==> config.mk <==
export PLATFORM = sky130hd
export DESIGN_NAME = tcso_timer
export DESIGN_NICKNAME = d
export VERILOG_FILES = /design/src/tcso_timer.v
export VERILOG_INCLUDE_DIRS = /design/src
export SDC_FILE = /design/constraint.sdc
export NUM_CORES = 1
export LEC_CHECK = 0
export BUFFER_PORTS_ARGS = -buffer_cell sky130_fd_sc_hd__buf_4
export CAP_MARGIN = 10
export CORE_ASPECT_RATIO = 1.25
export CORE_MARGIN = 2
export CORE_UTILIZATION = 24
export CTS_BUF_LIST = sky130_fd_sc_hd__clkbuf_16
export DETAILED_ROUTE_END_ITERATION = 8
export GPL_ROUTABILITY_DRIVEN = 0
export SYNTH_ARGS = -nofsm -noshare
export SYNTH_HDL_FRONTEND = slang
export SYNTH_SLANG_ARGS = --single-unit
==> constraint.sdc <==
create_clock -name CLOCK -period 3.2 [get_ports CLOCK]
set_input_delay 0.16 -clock CLOCK [delete_from_list [all_inputs] [get_ports CLOCK]]
set_output_delay 0.16 -clock CLOCK [all_outputs]
set_load 0.01 [all_outputs]
==> src/tcso_defs.vh <==
// Purpose: constants of the timer/counter with secondary oscillator
// Assumes: 8-bit register port, 3-bit register address
// Notes: included by tcso_timer.v
`ifndef TCSO_DEFS_VH
`define TCSO_DEFS_VH
// register addresses
`define TCSO_A_CTRL      3'h0
`define TCSO_A_GATE      3'h1
`define TCSO_A_LOW       3'h2
`define TCSO_A_HIGH      3'h3
`define TCSO_A_COMP      3'h4
`define TCSO_A_OSC       3'h5
`define TCSO_A_OSC2      3'h6
`define TCSO_A_PORT      3'h7
// counter_control fields
`define TCSO_B_SRC_HI    7
`define TCSO_B_SRC_LO    6
`define TCSO_B_PS_HI     5
`define TCSO_B_PS_LO     4
`define TCSO_B_SEC_OSC_ENABLE    3
`define TCSO_B_SYNCBYP   2
`define TCSO_B_WIDE      1
`define TCSO_B_ON        0
// gate_control fields
`define TCSO_B_GATE_EN   7
`define TCSO_B_GATE_POL  6
// osc_control / osc_control_two fields
`define TCSO_B_IDLE      7
`define TCSO_B_SCS_HI    1
`define TCSO_B_SCS_LO    0
`define TCSO_B_RUNFLAG   6
`define TCSO_B_WARMUP    3
// encodings
`define TCSO_SRC_INSTR   2'h0
`define TCSO_SRC_SYS     2'h1
`define TCSO_SRC_EXT     2'h2
`define TCSO_SCS_SEC     2'h1
// reset values
`define TCSO_RST_BYTE    8'h00
`define TCSO_RST_DIR     2'h3
// instruction clock is one in four system clocks
`define TCSO_INSTR_DIV   2'h3
`endif

==> src/tcso_timer.v <==
// Purpose: 16-bit timer/counter with prescaler, external input and
//          secondary oscillator control
// Assumes: one clock CLOCK at 40 MHz; register port read data one cycle late
// Notes: the secondary oscillator arrives as a digital clock pin and is
//        sampled like any other pin
// Contract
// - count is a 16-bit incrementing low/high byte pair visible to software
// - internal source makes a timer advancing per instruction cycle (00) or system clock (01) after prescaler
// - count only when counter on and gate enable setting both permit it
// - crystal mode forces both oscillator pins to inputs, read as zero
// - source 01 system clock, 00 instruction clock, 10 pin or oscillator
// - internal source advances at multiples of system clock set by prescaler
// - prescale ratio 00 /1, 01 /2, 10 /4, 11 /8
// - external source increments once per 1, 2, 4 or 8 rising edges of external clock, as the prescaler selects
// - external input may be synchronized or used unsynchronized as configured
// - bypass bit 1 skips synchronizer, 0 synchronizes; ignored for internal source
// - synchronizer stops in sleep; only unsynchronized external keeps counting
// - counter mode needs a falling edge before first counted rising edge
// - wide mode maps high address to buffer, loaded on every low read
// - wide mode moves buffer into live high byte on low write
// - wide mode blocks direct access to live high byte
// - narrow mode reads and writes the two bytes independently
// - low byte write clears prescaler; high byte write leaves it
// - oscillator on by either enable bit, warm-up request or clock select 01
// - warm-up request starts oscillator ahead of any peripheral request
// - oscillator keeps running in every power-managed mode once enabled
// - clock select 01 enters secondary run mode for CPU and peripherals unless FAILSAFE is set
// - sleep in secondary run with idle control clear enters secondary idle
// - running flag set while oscillator supplies system clock, else clear
// - count rolls from FFFFh to 0000h and flags the overflow
`timescale 1ns/1ps
`include "tcso_defs.vh"

module tcso_timer #(
   parameter CNT_W = 16
) (
   input  wire       CLOCK,
   input  wire       RESETN,
   input  wire [2:0] ADDR,
   input  wire [7:0] WDATA,
   input  wire       WR,
   input  wire       RD,
   output reg  [7:0] RDATA,
   input  wire       EXT_COUNT_IN,
   input  wire       SEC_OSC_CLK_IN,
   input  wire       GATE_IN,
   input  wire       CRYSTAL_MODE,
   input  wire       SLEEP_EXEC,
   input  wire       WAKE,
   input  wire       FAILSAFE,
   input  wire [1:0] PORT_C_IN,
   output reg  [1:0] PORT_C_OUT,
   output wire [1:0] PORT_C_OE_N,
   output wire       SEC_OSC_ENABLE,
   output reg        SEC_CLOCK_RUNNING,
   output reg        SECONDARY_RUN_MODE,
   output reg        SECONDARY_IDLE_MODE,
   output reg        IN_SLEEP,
   output reg        OVERFLOW
);

   // ************************************************************
   // registers and pin samplers
   // ************************************************************
   reg  [7:0]       ctrl_r;
   reg  [7:0]       gate_r;
   reg  [7:0]       comp_r;
   reg  [7:0]       osc_r;
   reg              warmup_r;
   reg  [1:0]       dir_r;
   reg  [CNT_W-1:0] cnt_r;
   reg  [7:0]       hbuf_r;
   reg  [2:0]       ps_r;
   reg  [1:0]       div_r;
   reg              armed_r;
   reg              ext_d_r;
   reg              sync_tick_r;
   reg  [1:0]       ext_s_r;
   reg  [1:0]       osc_s_r;
   reg  [1:0]       gate_s_r;
   reg  [1:0]       pc0_s_r;
   reg  [1:0]       pc1_s_r;
   reg  [1:0]       crys_s_r;
   reg  [1:0]       fs_s_r;

   always @(posedge CLOCK or negedge RESETN) begin
      if (!RESETN) begin
         ext_s_r  <= 2'h0;
         osc_s_r  <= 2'h0;
         gate_s_r <= 2'h0;
         pc0_s_r  <= 2'h0;
         pc1_s_r  <= 2'h0;
         crys_s_r <= 2'h0;
         fs_s_r   <= 2'h0;
      end else begin
         ext_s_r  <= {ext_s_r[0], EXT_COUNT_IN};
         osc_s_r  <= {osc_s_r[0], SEC_OSC_CLK_IN};
         gate_s_r <= {gate_s_r[0], GATE_IN};
         pc0_s_r  <= {pc0_s_r[0], PORT_C_IN[0]};
         pc1_s_r  <= {pc1_s_r[0], PORT_C_IN[1]};
         crys_s_r <= {crys_s_r[0], CRYSTAL_MODE};
         fs_s_r   <= {fs_s_r[0], FAILSAFE};
      end
   end

   // ************************************************************
   // decode
   // ************************************************************
   wire [1:0] src     = ctrl_r[`TCSO_B_SRC_HI:`TCSO_B_SRC_LO];
   wire [1:0] ps_sel  = ctrl_r[`TCSO_B_PS_HI:`TCSO_B_PS_LO];
   wire       wide    = ctrl_r[`TCSO_B_WIDE];
   wire       run_on  = ctrl_r[`TCSO_B_ON];
   wire       bypass  = ctrl_r[`TCSO_B_SYNCBYP];
   wire [1:0] system_clock_select     = osc_r[`TCSO_B_SCS_HI:`TCSO_B_SCS_LO];
   wire       crystal = crys_s_r[1];
   wire       is_ext  = (src == `TCSO_SRC_EXT);
   wire       wr_low  = WR && (ADDR == `TCSO_A_LOW);
   wire       wr_high = WR && (ADDR == `TCSO_A_HIGH);
   wire       rd_low  = RD && (ADDR == `TCSO_A_LOW);

   // external clock: pin, or oscillator when its enable bit is set
   wire ext_lvl = ctrl_r[`TCSO_B_SEC_OSC_ENABLE] ? osc_s_r[1] : ext_s_r[1];
   wire ext_rise = ext_lvl && !ext_d_r;
   wire ext_fall = !ext_lvl && ext_d_r;

   // gate level after polarity
   wire gate_ok = !gate_r[`TCSO_B_GATE_EN] ||
                  (gate_s_r[1] == gate_r[`TCSO_B_GATE_POL]);
   wire count_en = run_on && gate_ok;

   // ************************************************************
   // oscillator enable and power modes
   // ************************************************************
   assign SEC_OSC_ENABLE = ctrl_r[`TCSO_B_SEC_OSC_ENABLE] || comp_r[`TCSO_B_SEC_OSC_ENABLE] ||
                           warmup_r || (system_clock_select == `TCSO_SCS_SEC);
   // the enable ignores IN_SLEEP and idle so the oscillator keeps running

   assign PORT_C_OE_N = crystal ? 2'h3 : dir_r;

   wire sleeping = IN_SLEEP || SECONDARY_IDLE_MODE;

   // ************************************************************
   // raw clock tick per source
   // ************************************************************
   reg raw_tick;
   always @* begin
      case (src)
         `TCSO_SRC_SYS:   raw_tick = !sleeping;
         `TCSO_SRC_INSTR: raw_tick = !sleeping &&
                                     (div_r == `TCSO_INSTR_DIV);
         `TCSO_SRC_EXT:   raw_tick = ext_rise && armed_r;
         default:         raw_tick = !sleeping;
      endcase
   end

   // prescaler output on the 1/2/4/8 boundary
   function ps_hit;
      input [1:0] sel;
      input [2:0] cnt;
      case (sel)
         2'h0:    ps_hit = 1'b1;
         2'h1:    ps_hit = cnt[0];
         2'h2:    ps_hit = &cnt[1:0];
         default: ps_hit = &cnt;
      endcase
   endfunction

   wire ps_tick = count_en && raw_tick && ps_hit(ps_sel, ps_r);

   // synchronised path adds one stage; it stops in sleep
   wire use_sync = is_ext && !bypass;
   wire inc = use_sync ? (sync_tick_r && !sleeping) :
                         (ps_tick && !use_sync);

   // ************************************************************
   // counter, prescaler, edge arming
   // ************************************************************
   wire [CNT_W-1:0] cnt_inc = cnt_r + {{(CNT_W-1){1'b0}}, 1'b1};

   always @(posedge CLOCK or negedge RESETN) begin
      if (!RESETN) begin
         cnt_r       <= {CNT_W{1'b0}};
         ps_r        <= 3'h0;
         div_r       <= 2'h0;
         armed_r     <= 1'b0;
         ext_d_r     <= 1'b0;
         sync_tick_r <= 1'b0;
         OVERFLOW    <= 1'b0;
         hbuf_r      <= `TCSO_RST_BYTE;
      end else begin
         ext_d_r     <= ext_lvl;
         div_r       <= div_r + 2'h1;
         sync_tick_r <= use_sync && ps_tick && !sleeping;
         OVERFLOW    <= 1'b0;
         if (count_en && raw_tick)
            ps_r <= ps_r + 3'h1;
         // arm on a falling edge; disarm on disable or any count write
         if (!run_on || wr_low || wr_high)
            armed_r <= 1'b0;
         else if (ext_fall)
            armed_r <= 1'b1;
         if (rd_low)
            hbuf_r <= cnt_r[15:8];
         if (wr_high && wide)
            hbuf_r <= WDATA;
         // software writes win over a coincident increment
         if (wr_low) begin
            cnt_r[7:0] <= WDATA;
            ps_r       <= 3'h0;
            if (wide)
               cnt_r[15:8] <= hbuf_r;
         end else if (wr_high) begin
            if (!wide)
               cnt_r[15:8] <= WDATA;
         end else if (inc) begin
            cnt_r    <= cnt_inc;
            OVERFLOW <= &cnt_r;
         end
      end
   end

   // ************************************************************
   // control registers
   // ************************************************************
   always @(posedge CLOCK or negedge RESETN) begin
      if (!RESETN) begin
         ctrl_r     <= `TCSO_RST_BYTE;
         gate_r     <= `TCSO_RST_BYTE;
         comp_r     <= `TCSO_RST_BYTE;
         osc_r      <= `TCSO_RST_BYTE;
         warmup_r   <= 1'b0;
         dir_r      <= `TCSO_RST_DIR;
         PORT_C_OUT <= 2'h0;
      end else if (WR) begin
         case (ADDR)
            `TCSO_A_CTRL: ctrl_r <= WDATA;
            `TCSO_A_GATE: gate_r <= WDATA;
            `TCSO_A_COMP: comp_r <= WDATA;
            `TCSO_A_OSC:  osc_r  <= WDATA;
            `TCSO_A_OSC2: warmup_r <= WDATA[`TCSO_B_WARMUP];
            `TCSO_A_PORT: begin
               dir_r      <= WDATA[1:0];
               PORT_C_OUT <= WDATA[5:4];
            end
            default: ;
         endcase
      end
   end

   // ************************************************************
   // power-managed modes and running flag
   // ************************************************************
   wire sec_sel = (system_clock_select == `TCSO_SCS_SEC) && !fs_s_r[1];

   always @(posedge CLOCK or negedge RESETN) begin
      if (!RESETN) begin
         IN_SLEEP            <= 1'b0;
         SECONDARY_IDLE_MODE <= 1'b0;
         SECONDARY_RUN_MODE  <= 1'b0;
         SEC_CLOCK_RUNNING   <= 1'b0;
      end else begin
         SEC_CLOCK_RUNNING <= sec_sel && SEC_OSC_ENABLE;
         if (WAKE) begin
            IN_SLEEP            <= 1'b0;
            SECONDARY_IDLE_MODE <= 1'b0;
         end else if (SLEEP_EXEC && !sleeping) begin
            if (sec_sel && !osc_r[`TCSO_B_IDLE])
               SECONDARY_IDLE_MODE <= 1'b1;
            else
               IN_SLEEP <= 1'b1;
         end
         SECONDARY_RUN_MODE <= sec_sel && !sleeping &&
                               !(SLEEP_EXEC && !WAKE);
      end
   end

   // ************************************************************
   // read port
   // ************************************************************
   wire [1:0] pins = crystal ? 2'h0 : {pc1_s_r[1], pc0_s_r[1]};

   always @(posedge CLOCK or negedge RESETN) begin
      if (!RESETN) begin
         RDATA <= `TCSO_RST_BYTE;
      end else if (RD) begin
         case (ADDR)
            `TCSO_A_CTRL: RDATA <= ctrl_r;
            `TCSO_A_GATE: RDATA <= gate_r;
            `TCSO_A_LOW:  RDATA <= cnt_r[7:0];
            `TCSO_A_HIGH: RDATA <= wide ? hbuf_r : cnt_r[15:8];
            `TCSO_A_COMP: RDATA <= comp_r;
            `TCSO_A_OSC:  RDATA <= osc_r;
            `TCSO_A_OSC2: RDATA <= {1'b0, SEC_CLOCK_RUNNING, 2'h0,
                                    warmup_r, 3'h0};
            `TCSO_A_PORT: RDATA <= {pins, PORT_C_OUT, 2'h0, dir_r};
            default:      RDATA <= 8'h00;
         endcase
      end else begin
         RDATA <= 8'h00;
      end
   end

endmodule // tcso_timer

# Word level (Yosys, flattened, before mapping)
# Index checks and enable logic that the tools add are counted.
dict set report word_totals {
  regBits 96
  latchBits 0
  ramBits 0
  rom_bits 0
  input_bits 24
  output_inout_bits 18
  elab_cells 140
  mem_count 0
}
dict set report classes {
  n_addsub 3
  multipliers 0
  div_mod_pow 0
  n_lt_le_gt_ge 0
  n_eq_ne 16
  shift 0
  mux 29
  bitwise_logic 0
  n_reduce_logical 64
}
# operator count
set op_table {}
lappend op_table {{$pmux W8 S8} 1}
lappend op_table {{$mux W8} 7}
lappend op_table {{$mux W16} 2}
lappend op_table {{$logic_and A1 B1 Y1} 23}
lappend op_table {{$reduce_and A2 Y1} 11}
lappend op_table {{$add A16 B1 Y16 const B} 1}
lappend op_table {{$reduce_and A16 Y1} 1}
lappend op_table {{$mux W1} 13}
lappend op_table {{$eq A3 B3 Y1 const B} 4}
lappend op_table {{$reduce_bool A2 Y1} 6}
lappend op_table {{$logic_not A1 Y1} 11}
lappend op_table {{$logic_or A1 B1 Y1} 7}
lappend op_table {{$eq A2 B2 Y1 const B} 3}
lappend op_table {{$eq A3 B2 Y1 const B} 2}
lappend op_table {{$mux W3} 2}
lappend op_table {{$eq A2 B1 Y1 const B} 2}
lappend op_table {{$logic_not A2 Y1} 2}
lappend op_table {{$mux W2} 2}
lappend op_table {{$ne A2 B2 Y1 const B} 2}
lappend op_table {{$add A3 B1 Y3 const B} 1}
lappend op_table {{$eq A3 B1 Y1 const B} 1}
lappend op_table {{$logic_not A3 Y1} 1}
lappend op_table {{$ne A3 B3 Y1 const B} 1}
lappend op_table {{$pmux W1 S3} 1}
lappend op_table {{5 further kinds} 5}

# Longest topological paths before layout
dict set report logic_depth {
  depth_word 11
  mapped_depth 8
  depth_no_buf 8
}

# Worst setup path after synthesis
# No wires, ideal clock.
dict set report synth_path {
  kind {register to register}
  startpoint {reg ps_r[0]}
  endpoint {reg cnt_r[7]}
  setup_time_ns 0.082
  arrival_ns 1.920
  t_required_ns 3.118
  setup_slack_ns 1.198
  stages_incl_launch_ff 9
  n_path_buf 0
  period_less_slack_ns 2.002
  cell_sequence {dfrtp_1 -> ha_1 -> ha_1 -> mux2i_1 -> a211oi_2 -> nand2_1 -> o22ai_2 -> or4b_1 -> a31oi_1}
}
dict set report synth_between {
  elab_chain_len 7
}
# item line
set synth_lines {}
lappend synth_lines {{start, declared} tcso_timer.v:73} ;# reg [2:0] ps_r;
lappend synth_lines {{start signal, assigned} tcso_timer.v:196} ;# ps_r <= ps_r + 3'h1;
lappend synth_lines {{$reduce_and A3 Y1 / $reduce_and A2 Y1 (equally long branches)} {tcso_timer.v:164, tcso_timer.v:163}}
lappend synth_lines {{$pmux W1 S3 *} tcso_timer.v:160} ;# case (sel)
lappend synth_lines {{$logic_and A1 B1 Y1 *} tcso_timer.v:168} ;# wire ps_tick = count_en && raw_tick && ps_hit(ps_sel, ps_r);
lappend synth_lines {{$logic_and A1 B1 Y1 *} tcso_timer.v:173} ;# (ps_tick && !use_sync);
lappend synth_lines {{$mux W1 *} tcso_timer.v:172} ;# wire inc = use_sync ? (sync_tick_r && !sleeping) :
lappend synth_lines {{$reduce_bool A2 Y1 (no source line) *} n/a}
lappend synth_lines {{$reduce_and A2 Y1 (no source line) *} n/a}
lappend synth_lines {{end signal, assigned} tcso_timer.v:182} ;# cnt_r <= {CNT_W{1'b0}};
lappend synth_lines {{end signal, assigned} tcso_timer.v:216} ;# cnt_r <= cnt_inc;
lappend synth_lines {{end, declared} tcso_timer.v:71} ;# reg [CNT_W-1:0] cnt_r;
# Every way passes the cells marked *; elsewhere a longest branch is shown, timed or not.
# A chain may end at the register's enable or synchronous reset.

# Worst setup path in the final report
dict set report layout_path {
  startpoint {reg ps_r[0]}
  endpoint {reg cnt_r[2]}
}
# The elaborated chain is that of the path after synthesis.

==> metrics.txt <==
status finished clean; P_leak 2.36 nW; setup repair bufs after CTS 0; startpoint types register; synthesized area 0.00466 mm^2; hold depth 3; worst-skew pair later-pin latency 0.35 ns; sequential fraction of the synthesis area 51.6%; Final Cycle Share 75.2%; Syn Area/Cell 10.6 um^2; Final Util 29.1%; Worst Hold Class input pin to register; first-pass GRT wire length 21300 um; Fin. Hold Viols 0; pin count of the biggest net entering global routing 47; Async SR Flop Fraction 100%; placed cell count 701; main flop type after synthesis dfrtp_1; RSZ-0062 raised after global routing no; clock sinks 96; Initial Util 24.2%; vias in the first global route 3829; Clock Tree Root clkbuf_16; Via density 5.11; design area 0.00560 mm^2; Max-Cap Viols 0; Psw 1.29 mW; Syn-to-layout area delta 20.2%; cell row count 57; internal power 2.56 mW; crit path kind register to register; clock transition at the registers of the reported paths 0.07 ns; DRC 0; Tmin final 2.41 ns; pwr dens 687 mW/mm^2; share of layout cells above drive strength 1 23.5%; crit path DAT 2.67 ns; final total power 3.85 mW; Max clock buf depth 2; top post-synthesis cells by area dfrtp_1 (50%), mux2_2 (9.4%), mux2i_1 (5.4%); Routed WL 12900 um; WP data required 3.46 ns; Achievable Freq 416 MHz; # port buffers 41; number of synthesized flops with an enable pin 0; R2R cell count 7; Slew @ Worst Pin 0.878 ns; fin nets 513; I/O Pins 42; Rel. slew slack 41.3%; area leader, netlist dfrtp_1; Clock Skews 0.00474 ns; CP Max Fanout 11; Clk pwr share 28.7%; die width 129 um; syn_nets 469; DP HPWL 9410 um; H-tree levels 3; number of CTS-inserted buffers 9; share of the synthesized area in the top cell type 50.5%; WL/cell 17.7 um; drt initial violations 230; initial antenna violation count 0; placed cell areas 0.00521 mm^2; top-count cell post-synth dfrtp_1; Sequential Power Share 47.1%; die height 160 um; Slew Limit Fails 0; die area 0.0206 mm^2; Distinct cells, synth 58; DRT Pass-1 Iters 4; list of most frequent post-synthesis cells dfrtp_1 (94), nor2_1 (42), mux2_2 (39), a21oi_1 (33), o21ai_0 (29); total grt overflow 0; Setup violations, final 0; Sw Ratio 33.6%; cells after synthesis 441; fin cells 726; Yosys reg bits 96; TritonCTS clock tree built; ANT nets after route 0; Syn. warnings 0; total global-route track usage 13.4%; ANT cells 0; Worst IR Drop VDD 0.360 mV; Via Count 3712; setup TNS 0 ns; area of the core 0.0193 mm^2; Comb power frac 24.2%; Critical Path Sink Type register
==> cell type report <==
type,instances,area [um^2]
inverters,10,37.5
well taps,236,295
clock inverters,7,76.3
flip-flops and latches,96,2400
multi-input cells,314,2130
fillers,2046,13700
repair buffers,54,428
clock buffers,9,225
==> cell usage in the layout, fill, tap and decap left out, drive strengths merged, types with 11 or more instances in the layout <==
cell	instances
nand2	27
a21oi	33
buf	45
nor2	43
a31oi	12
o21ai	30
dfrtp	94
inv	13
nand3	11
mux2i	25
mux2	39
==> state kept, by name (all words and copies together) (netlist names), 3 cells and up <==
signal / count
gate_r: 8
cnt_r: 16
osc_r: 8
RDATA: 8
ps_r: 3
comp_r: 8
ctrl_r: 8
hbuf_r: 8
==> final timing paths <==
path	startpoint	to	slack, ns
setup / recovery	ps_r[0]	cnt_r[2]	0.79
hold / removal	RD	RDATA[3]	0.11
setup reg to reg	ps_r[0]	cnt_r[2]	0.79
hold reg to reg	pc1_s_r[0]	pc1_s_r[1]	0.35
max in group asynchronous	RESETN	dir_r[0]	2.07
min in group asynchronous	RESETN	SECONDARY_IDLE_MODE	0.24
==> logic make-up after synthesis <==
| kind of cell | after synthesis | share of synthesized area, % |
|---|---|---|
| adders and majority gates | 4 | 1.07 |
| and+or+nand+nor | 134 | 14.7 |
| AOI/OAI and AO/OA | 110 | 14.8 |
| muxes | 64 | 14.8 |
| xor gates and xnor gates | 2 | 0.376 |
| buffers and inverters | 31 | 2.63 |
| DFF | 96 | 51.6 |
==> per-layer routing <==
metal  vias up  global-route usage [%]  routed length, um
met5         -                       0                  0
met4         0                    5.68                391
met3        26                    2.48                545
met2       112                    23.2               6820
met1      1871                    16.1               5110
li1       1703                       -                  -
==> timing repair <==
| action | 4_1_cts | 5_1_grt |
|---|---|---|
| hold endpoints to repair | 31 | 0 |
| hold buffers | 9 | 0 |
| endpoints found under the setup margin | 0 | 0 |
| gates resized for setup | 0 | 0 |
==> metrics by stage <==
stage          worst slack (ns)  hold slack, ns
3_3_place_gp              0.703          0.0825
6_report                  0.794           0.115
5_1_grt                   0.585           0.121
2_1_floorplan              1.20          -0.136
4_1_cts                   0.810           0.103
3_5_place_dp              0.596          0.0836
==> critical path, stage by stage, from the launching register on <==
cell and delay, ns:
dfrtp_1 0.41, ha_1 0.23, ha_1 0.18, mux2i_1 0.20, a211oi_2 0.15, a21boi_1 0.73, o21ai_0 0.22, a31oi_1 0.20
==> power by group through the flow <==
stage          Clock, mW  Combinational [mW]  Sequential (mW)
5_1_grt             1.18                1.04             1.86
3_3_place_gp           0               0.893             1.82
3_5_place_dp           0               0.923             1.83
6_report            1.10               0.932             1.81
4_1_cts             1.12               0.935             1.81
2_1_floorplan          0               0.639             1.72
No activity file was read; power rests on OpenSTA's default activity.
